$ cat src/verilog/rup_pkg.sv
// Package for the RS485 UART port: register map, field positions,
// reset values, timing constants and state types.
// Assumes a single 100 MHz core clock shared by every user.
package rup_pkg;

	// Register offsets on host address lines A2..A0
	localparam logic [2:0] OFS_RX_TX = 3'h0;
	localparam logic [2:0] OFS_DIV_HI = 3'h1;
	localparam logic [2:0] OFS_INT_SRC = 3'h2;
	localparam logic [2:0] OFS_FRAME_FMT = 3'h3;
	localparam logic [2:0] OFS_LINE_OUT = 3'h4;
	localparam logic [2:0] OFS_LINE_STATE = 3'h5;
	localparam logic [2:0] OFS_SPARE = 3'h6;
	localparam logic [2:0] OFS_SCRATCH = 3'h7;

	// Frame format fields
	localparam int FMT_STOP2 = 2;
	localparam int FMT_PAR_EN = 3;
	localparam int FMT_PAR_EVEN = 4;
	localparam int FMT_PAR_STICK = 5;
	localparam int FMT_BREAK = 6;
	localparam int FMT_DIV_SEL = 7;
	localparam logic [2:0] LEN_MIN_M1 = 3'h4;

	// Line output control fields
	localparam int OUT_RTS = 1;
	localparam int OUT_IRQ_GATE = 3;

	// Interrupt enable fields (offset 1 with the latch deselected)
	localparam int IEN_RX = 0;
	localparam int IEN_THRE = 1;
	localparam int IEN_LS = 2;

	// Interrupt source codes
	localparam logic [7:0] INT_NONE = 8'h01;
	localparam logic [7:0] INT_LS = 8'h06;
	localparam logic [7:0] INT_RX = 8'h04;
	localparam logic [7:0] INT_THRE = 8'h02;

	// Reset values
	localparam logic [7:0] DIV_LO_RST = 8'h0c;
	localparam logic [7:0] DIV_HI_RST = 8'h00;

	// Timing: UART reference derived from the core clock by a phase step
	localparam int CORE_CLK_HZ = 100000000;
	localparam int UART_CLK_HZ = 1843000;
	localparam logic [19:0] PHASE_MOD = 20'(CORE_CLK_HZ / 100);
	localparam logic [19:0] PHASE_STEP = 20'(UART_CLK_HZ / 100);
	localparam logic [3:0] PH_MID = 4'h7;
	localparam logic [3:0] PH_LAST = 4'hf;

	// Transmit buffer
	localparam int DATA_W = 8;
	localparam int TX_DEPTH = 16;

	typedef enum logic [2:0] {
		TX_IDLE, TX_START, TX_DATA, TX_PAR, TX_STOP
	} rup_tx_st_t;

	typedef enum logic [2:0] {
		RX_IDLE, RX_START, RX_DATA, RX_PAR, RX_STOP
	} rup_rx_st_t;

	typedef struct packed {
		logic [19:0] phase;
		logic [15:0] dcnt;
		logic tick;
		logic [7:0] div_lo;
		logic [7:0] div_hi;
		logic [7:0] ien;
		logic [7:0] fmt;
		logic [7:0] lout;
		logic [7:0] scratch;
		logic [7:0] rxbuf;
		logic dr;
		logic oe;
		logic pe;
		logic fe;
		logic bi;
		logic thre_ip;
		logic hv_d;
		logic [1:0] rx_s;
		logic [1:0] auto_s;
		rup_tx_st_t tx_st;
		logic [7:0] tx_sh;
		logic [2:0] tx_bit;
		logic tx_stop;
		logic tx_par;
		logic [3:0] tx_ph;
		rup_rx_st_t rx_st;
		logic [7:0] rx_sh;
		logic [2:0] rx_bit;
		logic rx_par;
		logic [3:0] rx_ph;
		logic [7:0] rd_data;
		logic irq;
		logic tx_line;
		logic drv_en;
	} rup_top_t;

endpackage

$ cat src/verilog/rup_uart_top.sv
// RS485 UART port: host register file, baud generator, transmitter
// with a 16-word holding buffer, receiver and transceiver enable.
// Host strobes are on core_clk_i; serial input and mode pin are not.
`timescale 1ns/100ps

module rup_fifo #(
	parameter int WIDTH = 8,
	parameter int DEPTH = 16
) (
	// Clock and reset
	input wire logic core_clk_i,
	input wire logic srst_i,
	// Fill side
	input wire logic in_valid_i,
	output logic in_ready_o,
	input wire logic [WIDTH-1:0] in_data_i,
	// Drain side
	output logic out_valid_o,
	input wire logic out_ready_i,
	output logic [WIDTH-1:0] out_data_o
);
	localparam int AW = $clog2(DEPTH);

	typedef struct packed {
		logic [DEPTH-1:0][WIDTH-1:0] mem;
		logic [AW-1:0] wp;
		logic [AW-1:0] rp;
		logic [AW:0] cnt;
		logic full;
		logic empty;
		logic ready;
	} rup_fifo_st_t;

	rup_fifo_st_t state_reg;
	rup_fifo_st_t state_next;
	logic push;
	logic pop;

	// Pointer and count update; depth must be a power of two
	always_comb begin
		state_next = state_reg;
		push = in_valid_i && !state_reg.full;
		pop = out_ready_i && !state_reg.empty;
		if (push) begin
			state_next.mem[state_reg.wp] = in_data_i;
			state_next.wp = state_reg.wp + 1'b1;
		end
		if (pop) begin
			state_next.rp = state_reg.rp + 1'b1;
		end
		state_next.cnt = state_reg.cnt + (AW+1)'(push) - (AW+1)'(pop);
		state_next.full = state_next.cnt == (AW+1)'(DEPTH);
		state_next.empty = state_next.cnt == '0;
		state_next.ready = !state_next.full;
	end

	always_ff @(posedge core_clk_i) begin
		if (srst_i) begin
			state_reg <= '0;
			state_reg.empty <= 1'b1;
			state_reg.ready <= 1'b1;
		end else begin
			state_reg <= state_next;
		end
	end

	// Flags come from flops, so ready is glitch free
	assign in_ready_o = state_reg.ready;
	assign out_valid_o = !state_reg.empty;
	assign out_data_o = state_reg.mem[state_reg.rp];
endmodule

// Function
// - Frame format bit 7 maps offsets 0 and 1 onto the baud divisor.
// - With divisor selected, offset 0 takes low byte, offset 1 high.
// - Baud is 1.843 MHz over 16 times divisor: 1 gives 115200.
// - Format bits 1:0 give character length minus five.
// - Format bit 2 picks one or two stop bits.
// - Format bits 3..6 set parity and break; software writes zero normally.
// - Line output bit 1 drives the transceiver enable in manual mode.
// - Automatic mode enables the driver while data is pending.
// - Line output bit 3 gates the interrupt; bit 2 does nothing.
// - Line state bit 0 is set while a received byte waits.
// - Offset 2 reports the pending source or that none is pending.
// - Line state bit 5 is set when the holding register is empty.
// - RTS only enables the local driver; never sent nor handshake.
// - Either RTS control or automatic enable runs RS485 traffic.
// - Address lines A2..A0 select one of eight registers.
module rup_uart_top
	import rup_pkg::*;
(
	// Clock and reset
	input wire logic core_clk_i,
	input wire logic srst_i,
	// Host register port
	input wire logic [2:0] addr_i,
	input wire logic wr_i,
	input wire logic rd_i,
	input wire logic [7:0] wdata_i,
	output logic [7:0] rdata_o,
	output logic tx_ready_o,
	output logic irq_o,
	// Line side
	input wire logic rx_i,
	input wire logic auto_mode_i,
	output logic tx_o,
	output logic drv_en_o
);
	rup_top_t state_reg;
	rup_top_t state_next;
	logic f_valid;
	logic [7:0] f_data;
	logic f_pop;
	logic push;
	logic div_sel;
	logic uclk_en;
	logic rxd;
	logic [15:0] divisor;
	logic [2:0] last_bit;
	logic [7:0] int_src;
	logic [7:0] line_state;

	// Holding buffer; a full buffer pulls tx_ready_o low
	rup_fifo #(.WIDTH(DATA_W), .DEPTH(TX_DEPTH)) u_hold (
		.core_clk_i(core_clk_i),
		.srst_i(srst_i),
		.in_valid_i(push),
		.in_ready_o(tx_ready_o),
		.in_data_i(wdata_i),
		.out_valid_o(f_valid),
		.out_ready_i(f_pop),
		.out_data_o(f_data)
	);

	// Decoded views of current state
	always_comb begin
		div_sel = state_reg.fmt[FMT_DIV_SEL];
		push = wr_i && addr_i == OFS_RX_TX && !div_sel;
		divisor = {state_reg.div_hi, state_reg.div_lo};
		rxd = state_reg.rx_s[1];
		last_bit = 3'(state_reg.fmt[1:0]) + LEN_MIN_M1;
		uclk_en = state_reg.phase >= PHASE_MOD - PHASE_STEP;
		line_state = {1'b0, !f_valid && state_reg.tx_st == TX_IDLE,
			!f_valid, state_reg.bi, state_reg.fe, state_reg.pe,
			state_reg.oe, state_reg.dr};
		// Priority: line errors, then data, then holding empty
		if (state_reg.ien[IEN_LS] && (state_reg.oe || state_reg.pe ||
			state_reg.fe || state_reg.bi)) begin
			int_src = INT_LS;
		end else if (state_reg.ien[IEN_RX] && state_reg.dr) begin
			int_src = INT_RX;
		end else if (state_reg.ien[IEN_THRE] && state_reg.thre_ip) begin
			int_src = INT_THRE;
		end else begin
			int_src = INT_NONE;
		end
	end

	// Next state of the whole port
	always_comb begin
		state_next = state_reg;
		f_pop = 1'b0;
		state_next.tick = 1'b0;
		state_next.rx_s = {state_reg.rx_s[0], rx_i};
		state_next.auto_s = {state_reg.auto_s[0], auto_mode_i};
		state_next.hv_d = f_valid;

		// UART reference at 1.843 MHz, then divide by the divisor
		if (uclk_en) begin
			state_next.phase = state_reg.phase - (PHASE_MOD - PHASE_STEP);
			// Divisor zero stops the generator rather than wrapping
			if (divisor != 16'h0000) begin
				if (state_reg.dcnt >= divisor - 16'h0001) begin
					state_next.dcnt = 16'h0000;
					state_next.tick = 1'b1;
				end else begin
					state_next.dcnt = state_reg.dcnt + 16'h0001;
				end
			end
		end else begin
			state_next.phase = state_reg.phase + PHASE_STEP;
		end

		// Register writes
		if (wr_i) begin
			case (addr_i)
				OFS_RX_TX: begin
					if (div_sel) begin
						state_next.div_lo = wdata_i;
					end else begin
						state_next.thre_ip = 1'b0;
					end
				end
				OFS_DIV_HI: begin
					if (div_sel) begin
						state_next.div_hi = wdata_i;
					end else begin
						state_next.ien = wdata_i;
					end
				end
				OFS_FRAME_FMT: state_next.fmt = wdata_i;
				OFS_LINE_OUT: state_next.lout = wdata_i;
				OFS_SCRATCH: state_next.scratch = wdata_i;
				default: ;
			endcase
		end

		// Register reads; clears come before sets below
		if (rd_i) begin
			case (addr_i)
				OFS_RX_TX: begin
					if (div_sel) begin
						state_next.rd_data = state_reg.div_lo;
					end else begin
						state_next.rd_data = state_reg.rxbuf;
						state_next.dr = 1'b0;
					end
				end
				OFS_DIV_HI: state_next.rd_data = div_sel ?
					state_reg.div_hi : state_reg.ien;
				OFS_INT_SRC: begin
					state_next.rd_data = int_src;
					if (int_src == INT_THRE) begin
						state_next.thre_ip = 1'b0;
					end
				end
				OFS_FRAME_FMT: state_next.rd_data = state_reg.fmt;
				OFS_LINE_OUT: state_next.rd_data = state_reg.lout;
				OFS_LINE_STATE: begin
					state_next.rd_data = line_state;
					state_next.oe = 1'b0;
					state_next.pe = 1'b0;
					state_next.fe = 1'b0;
					state_next.bi = 1'b0;
				end
				OFS_SCRATCH: state_next.rd_data = state_reg.scratch;
				default: state_next.rd_data = 8'h00;
			endcase
		end

		// Holding empty event; wins over a clear in the same cycle
		if (state_reg.hv_d && !f_valid) begin
			state_next.thre_ip = 1'b1;
		end

		// Transmitter: 16 ticks per bit
		if (state_reg.tx_st == TX_IDLE) begin
			if (f_valid) begin
				f_pop = 1'b1;
				state_next.tx_sh = f_data;
				state_next.tx_st = TX_START;
				state_next.tx_ph = 4'h0;
				state_next.tx_bit = 3'h0;
				state_next.tx_stop = 1'b0;
				state_next.tx_par = !state_reg.fmt[FMT_PAR_EVEN];
			end
		end else if (state_reg.tick) begin
			state_next.tx_ph = state_reg.tx_ph + 4'h1;
			if (state_reg.tx_ph == PH_LAST) begin
				case (state_reg.tx_st)
					TX_START: state_next.tx_st = TX_DATA;
					TX_DATA: begin
						state_next.tx_sh = {1'b0, state_reg.tx_sh[7:1]};
						state_next.tx_par = state_reg.tx_par ^
							state_reg.tx_sh[0];
						state_next.tx_bit = state_reg.tx_bit + 3'h1;
						if (state_reg.tx_bit == last_bit) begin
							state_next.tx_st =
								state_reg.fmt[FMT_PAR_EN] ? TX_PAR : TX_STOP;
						end
					end
					TX_PAR: state_next.tx_st = TX_STOP;
					TX_STOP: begin
						state_next.tx_stop = 1'b1;
						// Second stop bit only when selected
						if (state_reg.tx_stop || !state_reg.fmt[FMT_STOP2]) begin
							state_next.tx_st = TX_IDLE;
						end
					end
					default: state_next.tx_st = TX_IDLE;
				endcase
			end
		end

		// Line level per bit; break holds the line low
		case (state_reg.tx_st)
			TX_START: state_next.tx_line = 1'b0;
			TX_DATA: state_next.tx_line = state_reg.tx_sh[0];
			TX_PAR: state_next.tx_line = state_reg.fmt[FMT_PAR_STICK] ?
				!state_reg.fmt[FMT_PAR_EVEN] : state_reg.tx_par;
			default: state_next.tx_line = 1'b1;
		endcase
		if (state_reg.fmt[FMT_BREAK]) begin
			state_next.tx_line = 1'b0;
		end

		// Receiver: start checked at mid bit, data sampled each 16 ticks
		if (state_reg.rx_st == RX_IDLE) begin
			if (!rxd) begin
				state_next.rx_st = RX_START;
				state_next.rx_ph = 4'h0;
				state_next.rx_bit = 3'h0;
				state_next.rx_sh = 8'h00;
				state_next.rx_par = !state_reg.fmt[FMT_PAR_EVEN];
			end
		end else if (state_reg.tick) begin
			state_next.rx_ph = state_reg.rx_ph + 4'h1;
			case (state_reg.rx_st)
				RX_START: begin
					if (state_reg.rx_ph == PH_MID) begin
						state_next.rx_ph = 4'h0;
						// A short glitch returns to idle
						state_next.rx_st = rxd ? RX_IDLE : RX_DATA;
					end
				end
				RX_DATA: begin
					if (state_reg.rx_ph == PH_LAST) begin
						state_next.rx_sh[state_reg.rx_bit] = rxd;
						state_next.rx_par = state_reg.rx_par ^ rxd;
						state_next.rx_bit = state_reg.rx_bit + 3'h1;
						if (state_reg.rx_bit == last_bit) begin
							state_next.rx_st =
								state_reg.fmt[FMT_PAR_EN] ? RX_PAR : RX_STOP;
						end
					end
				end
				RX_PAR: begin
					if (state_reg.rx_ph == PH_LAST) begin
						state_next.rx_par = state_reg.fmt[FMT_PAR_STICK] ?
							rxd == state_reg.fmt[FMT_PAR_EVEN] :
							state_reg.rx_par ^ rxd;
						state_next.rx_st = RX_STOP;
					end
				end
				RX_STOP: begin
					// Only the first stop bit is checked
					if (state_reg.rx_ph == PH_LAST) begin
						state_next.rxbuf = state_reg.rx_sh;
						state_next.dr = 1'b1;
						if (state_reg.dr) begin
							state_next.oe = 1'b1;
						end
						if (state_reg.fmt[FMT_PAR_EN] && state_reg.rx_par) begin
							state_next.pe = 1'b1;
						end
						if (!rxd) begin
							state_next.fe = 1'b1;
							state_next.bi = state_reg.rx_sh == 8'h00;
						end
						state_next.rx_st = RX_IDLE;
					end
				end
				default: state_next.rx_st = RX_IDLE;
			endcase
		end

		// Driver enable: RTS is local only, never on the line
		if (state_reg.auto_s[1]) begin
			state_next.drv_en = f_valid || state_reg.tx_st != TX_IDLE;
		end else begin
			state_next.drv_en = state_reg.lout[OUT_RTS];
		end

		// Interrupt leaves only through the gate bit
		state_next.irq = state_reg.lout[OUT_IRQ_GATE] &&
			int_src != INT_NONE;
	end

	// Single register stage for all state
	always_ff @(posedge core_clk_i) begin
		if (srst_i) begin
			state_reg <= '0;
			state_reg.div_lo <= DIV_LO_RST;
			state_reg.div_hi <= DIV_HI_RST;
			state_reg.rx_s <= 2'h3;
			state_reg.tx_line <= 1'b1;
		end else begin
			state_reg <= state_next;
		end
	end

	assign rdata_o = state_reg.rd_data;
	assign irq_o = state_reg.irq;
	assign tx_o = state_reg.tx_line;
	assign drv_en_o = state_reg.drv_en;
endmodule

$ cat config.mk
export PLATFORM = sky130hd
export DESIGN_NAME = rup_uart_top
export DESIGN_NICKNAME = d
export VERILOG_FILES = /design/src/verilog/rup_pkg.sv /design/src/verilog/rup_uart_top.sv
export SDC_FILE = /design/constraint.sdc
export NUM_CORES = 1
export LEC_CHECK = 0
export BUFFER_PORTS_ARGS = -buffer_cell sky130_fd_sc_hd__buf_2
export CORE_ASPECT_RATIO = 2
export CORE_MARGIN = 1.5
export CORE_UTILIZATION = 60
export DETAILED_ROUTE_END_ITERATION = 8
export PLACE_DENSITY = 0.83
export SLEW_MARGIN = 40
export SYNTH_ARGS = -nofsm -noshare
export SYNTH_HDL_FRONTEND = slang
export SYNTH_HIERARCHICAL = 1
export SYNTH_SLANG_ARGS = --single-unit
export TNS_END_PERCENT = 100
$ cat constraint.sdc
create_clock -name core_clk_i -period 5.45 [get_ports core_clk_i]
set_clock_uncertainty 0.15 [all_clocks]
set_input_delay 0.2725 -clock core_clk_i [delete_from_list [all_inputs] [get_ports core_clk_i]]
set_output_delay 0.2725 -clock core_clk_i [all_outputs]
set_load 0.02 [all_outputs]
==> run summary <==
The run gives 78 as the count of distinct cell types in the synthesized netlist. The die is 112 um wide. After synthesis, the mean cell area works out to 8.49 um2. The run gives 26300 um as the HPWL reported at the end of detailed placement. For the finished layout, the period the worst path requires is 4.12 ns.

The tools report the number of filler cells placed in the layout as 1879. The number of clock sinks came out at 297. The portion of netlist area occupied by mux cells was 11.4%; the first-pass GRT wire length was 61200 um.

Traced cell by cell, the critical path runs through nor4_1 -> nor4b_1 -> buf_4 -> nand2b_1 -> or3_1 -> xor2_1 -> ha_1 -> a21o_1 -> a21o_1 -> a2111oi_0 -> o21bai_2 -> a21oi_1. Buffers placed on the I/O ports in this run total 28. The static leakage power was 5.69 nW; the maximum number of pins on one net before global-route repair was 148. Die area: 0.0249 mm2.

The worst stage delay on the critical path came out at 0.71 ns. At the pin with the least slew margin, the transition time is 0.832 ns. Per report_power, the combinational group accounts for 16.2% of the total. The worst setup path is launched from a register.

The number of global-route vias before repair came out at 12.4k. Max-cap violations in this run came to 0. In the layout the commonest cells are 295 x sky130_fd_sc_hd__dfxtp_1, 256 x sky130_fd_sc_hd__nand2_1, 201 x sky130_fd_sc_hd__a21oi_1, 174 x sky130_fd_sc_hd__nor2_1, 133 x sky130_fd_sc_hd__o21ai_0. The flow ran to the end, but the final reports show violations.

The kind of cell with the highest combined delay along the critical path is compound AO/OA/AOI/OAI gates. The synthesized netlist devotes 17.8% of its cell area to compound gates. The worst-case IR drop observed on VDD is 0.342 mV. In the final routed layout, each cell accounts on average for 19.6 um. TritonCTS created 27 clock buffers. Once the floorplan was initialized, standard cells occupied 61.3% of the core.

The clock slew at the register clock pins of the worst setup and hold paths was 0.07 ns. The most repeated library cell on the critical path was sky130_fd_sc_hd__a21o_1. The clock passes through at most 3 buffers. The tools report the combined global-route utilization of all metal layers as 30.4%. 29 I/O pins were placed. For the number of max-slew violations in the final report, the log shows 0. Peak fanout along the critical path: 16. The congestion estimate from routability-driven global placement came to 0.985. Dividing total power by cell area gives a power density of 342 mW/mm2. At the later pin of the worst-skew pair, clock insertion delay measures 0.55 ns. The sequential cell fraction of total power was 45.4%; the count of flip-flops with a built-in enable after synthesis was 0. By area, the combinational part of the netlist is dominated by simple AND/OR/NAND/NOR gates. After detailed routing, the number of vias per cell comes to 6.32. Setup violations remaining at the end of the flow were counted as 0. At the end of the flow, the number of nets in the layout was 1693. The signed area change from the synthesized netlist to the final layout is 7.50%. Highest achievable clock rate: 242 MHz. The run gives 8 as the number of iterations in the first detailed-routing pass.

Internal power comes to 3.79 mW. The logs give 41.4% for the sequential element share of the synthesized area and 0 for the total congestion overflow after global routing. The logs give 6 for the number of warnings issued by yosys and 1692 for the post-synthesis cell count. The post-synthesis async set-or-reset flop share came out at 0%. The run gives 79 as the row count. The fraction of final layout cells sized beyond drive strength 1 is 9.69%. Number of routed nets with antenna violations: 0.

The path type of the worst setup path is reg -> reg. Summing the areas of all fa, ha and maj instances in the mapped netlist gives 3.10% of the synthesized area. The tools report the relative slew slack as 44.3%. Simple logic cell fraction of the synthesized area: 18.9%.

For the maximum level of the CTS H-tree, the log shows 1. The number of register bits inferred by synthesis is 297. Measured along the y axis, the die boundary spans 222 um.

The required time of the critical path is 5.78 ns, and the number of DRC violations after detailed-routing iteration 0 is 978. Summed over all nets, the switching power comes to 1.49 mW. For this run, design rule violations remaining after detail routing come to 4. The xor-xnor portion of the synthesized cell area is 2.81%.

The tree is rooted in a sky130_fd_sc_hd__clkbuf_16. Final wirelength: 38200 um. TritonCTS built the clock tree.

Setup repair after global routing left no endpoint under its margin. The tools report the final number of hold-violating endpoints as 0. When the netlist entered floorplanning its net count stood at 1744. In the final timing run, aggregate negative setup slack is 0 ns. The number of antenna diodes in the final layout is 0.

The switching part of the total power works out to 28.2%. The path class of the tightest hold or removal check is in -> reg. For the mapped cell area, the log shows 0.0144 mm2. The critical-path cell with the highest stage delay was sky130_fd_sc_hd__a2111oi_0.

Clock group share of total power: 38.5%. The kind of capture point of the worst setup path was a register. The register with the most flip-flops in the layout has 143 of them. The data arrival time of the critical path is 4.45 ns. The detailed router placed 12.3k vias in this run. Hold timing on the final database bottoms out at a slack of 0.0580 ns.

The final critical-path share of the clock period is 75.7%. The tools report the number of instances resized during post-cts repair as 0. For the area of the placeable core, the log shows 0.0234 mm2. The most common cell after layout, fill and taps aside is sky130_fd_sc_hd__dfxtp_1. The final reports fail on DRC. The most used flip-flop cell after synthesis is sky130_fd_sc_hd__dfxtp_1.

The critical path buffer and inverter count was 1; the number of antenna violations at the first check in global routing was 0.
-- layout make-up --
class	count	area [um2]	share of cell area [%]
Tap cell	283	354	2.29
Timing Repair Buffer	44	300	1.95
Sequential cell	297	5950	38.5
Inverter	29	109	0.705
Multi-Input combinational cell	1242	7770	50.3
Clock inverter	14	188	1.22
Clock buffer	35	766	4.96
-- worst reg2reg max path: stages (launching register included) --
cell	delay, ns
sky130_fd_sc_hd__dfxtp_1	0.36
sky130_fd_sc_hd__nor4_1	0.46
sky130_fd_sc_hd__nor4b_1	0.36
sky130_fd_sc_hd__buf_4	0.19
sky130_fd_sc_hd__nand2b_1	0.09
sky130_fd_sc_hd__or3_1	0.35
sky130_fd_sc_hd__xor2_1	0.15
sky130_fd_sc_hd__ha_1	0.29
sky130_fd_sc_hd__a21o_1	0.18
sky130_fd_sc_hd__a21o_1	0.17
sky130_fd_sc_hd__a2111oi_0	0.71
sky130_fd_sc_hd__o21bai_2	0.37
sky130_fd_sc_hd__a21oi_1	0.22
-- kinds of logic (layout without fill, tap and decap cells) --
group / Yosys count / in the layout
buffers and inverters: 153 / 122
and+or+nand+nor: 598 / 598
xor gates and xnor gates: 46 / 46
muxes: 118 / 118
AOI/OAI and AO/OA: 445 / 445
adders and majority gates: 35 / 35
DFF: 297 / 297
-- synthesized netlist by cell type, types with 8 or more instances --
cell	count	area, um2
sky130_fd_sc_hd__nor3_1	18	90.1
sky130_fd_sc_hd__mux4_2	23	518
sky130_fd_sc_hd__nand3_1	24	120
sky130_fd_sc_hd__xor2_1	18	158
sky130_fd_sc_hd__buf_4	9	67.6
sky130_fd_sc_hd__buf_2	8	40.0
sky130_fd_sc_hd__a21oi_1	201	1010
sky130_fd_sc_hd__dfxtp_1	297	5950
sky130_fd_sc_hd__nand4_1	10	62.6
sky130_fd_sc_hd__and3_1	10	62.6
sky130_fd_sc_hd__nand3b_1	12	90.1
sky130_fd_sc_hd__nand2_1	256	961
sky130_fd_sc_hd__a21o_1	8	60.1
sky130_fd_sc_hd__a22oi_1	29	218
sky130_fd_sc_hd__nor4_1	11	68.8
sky130_fd_sc_hd__mux2_2	19	214
sky130_fd_sc_hd__mux2i_1	66	661
sky130_fd_sc_hd__nand2b_1	9	56.3
sky130_fd_sc_hd__nor2_1	175	657
sky130_fd_sc_hd__a31oi_1	10	62.6
sky130_fd_sc_hd__a311oi_1	9	78.8
sky130_fd_sc_hd__xnor2_1	28	245
sky130_fd_sc_hd__or3_1	8	50.1
sky130_fd_sc_hd__nor2b_1	23	144
sky130_fd_sc_hd__clkbuf_1	96	360
sky130_fd_sc_hd__ha_1	34	425
sky130_fd_sc_hd__a211oi_1	10	75.1
sky130_fd_sc_hd__o21ai_0	133	666
sky130_fd_sc_hd__inv_1	27	101
sky130_fd_sc_hd__a221oi_1	8	70.1
sky130_fd_sc_hd__mux4_1	8	210
-- power by group through the flow --
stage	clock, mW	sequential [mW]	combinational, mW
finish	2.03	2.40	0.854
CTS	2.06	2.39	0.852
detailed placement	0	2.44	0.843
global placement	0	2.44	0.812
global route	2.15	2.41	0.931
floorplan	0	2.36	0.731
-- worst paths after layout --
path | from | endpoint | slack (ns) | cells past startpoint
setup / recovery | divisor[2] | state_reg[123] | 1.33 | 12
hold / removal | wdata_i[7] | divisor[7] | 0.06 | 3
setup reg to reg | divisor[2] | state_reg[123] | 1.33 | 12
hold reg to reg | state_next[53] | rxd | 0.27 | 1
-- stage by stage --
step	cells	utilization [%]	power (mW)	instance area (um2)	setup WS (ns)
floorplan	1692	-	3.09	14400	1.82
global placement	1892	61.6	3.25	14400	1.44
detailed placement	1892	61.7	3.29	14400	1.34
CTS	1944	65.9	5.31	15400	1.30
global route	1944	65.9	5.49	15400	1.07
finish	1944	65.9	5.28	15400	1.33
-- repair_timing --
| action | in CTS | in global routing |
|---|---|---|
| hold buffers | 3 | 0 |
| endpoints found under the hold margin | 3 | 0 |
| setup buffers | 0 | 0 |
-- layer usage --
layer / share of wire, % / vias to the layer above / global-route usage, % / wire (um)
li1: - / 5850 / - / -
met1: 34 / 5876 / 29.0 / 13200
met2: 53 / 402 / 57.9 / 20400
met3: 4.0 / 152 / 3.75 / 1540
met4: 8.1 / 0 / 23.0 / 3080
met5: 0 / - / 0 / 0
Note: power is estimated with default switching activity, not from simulation.
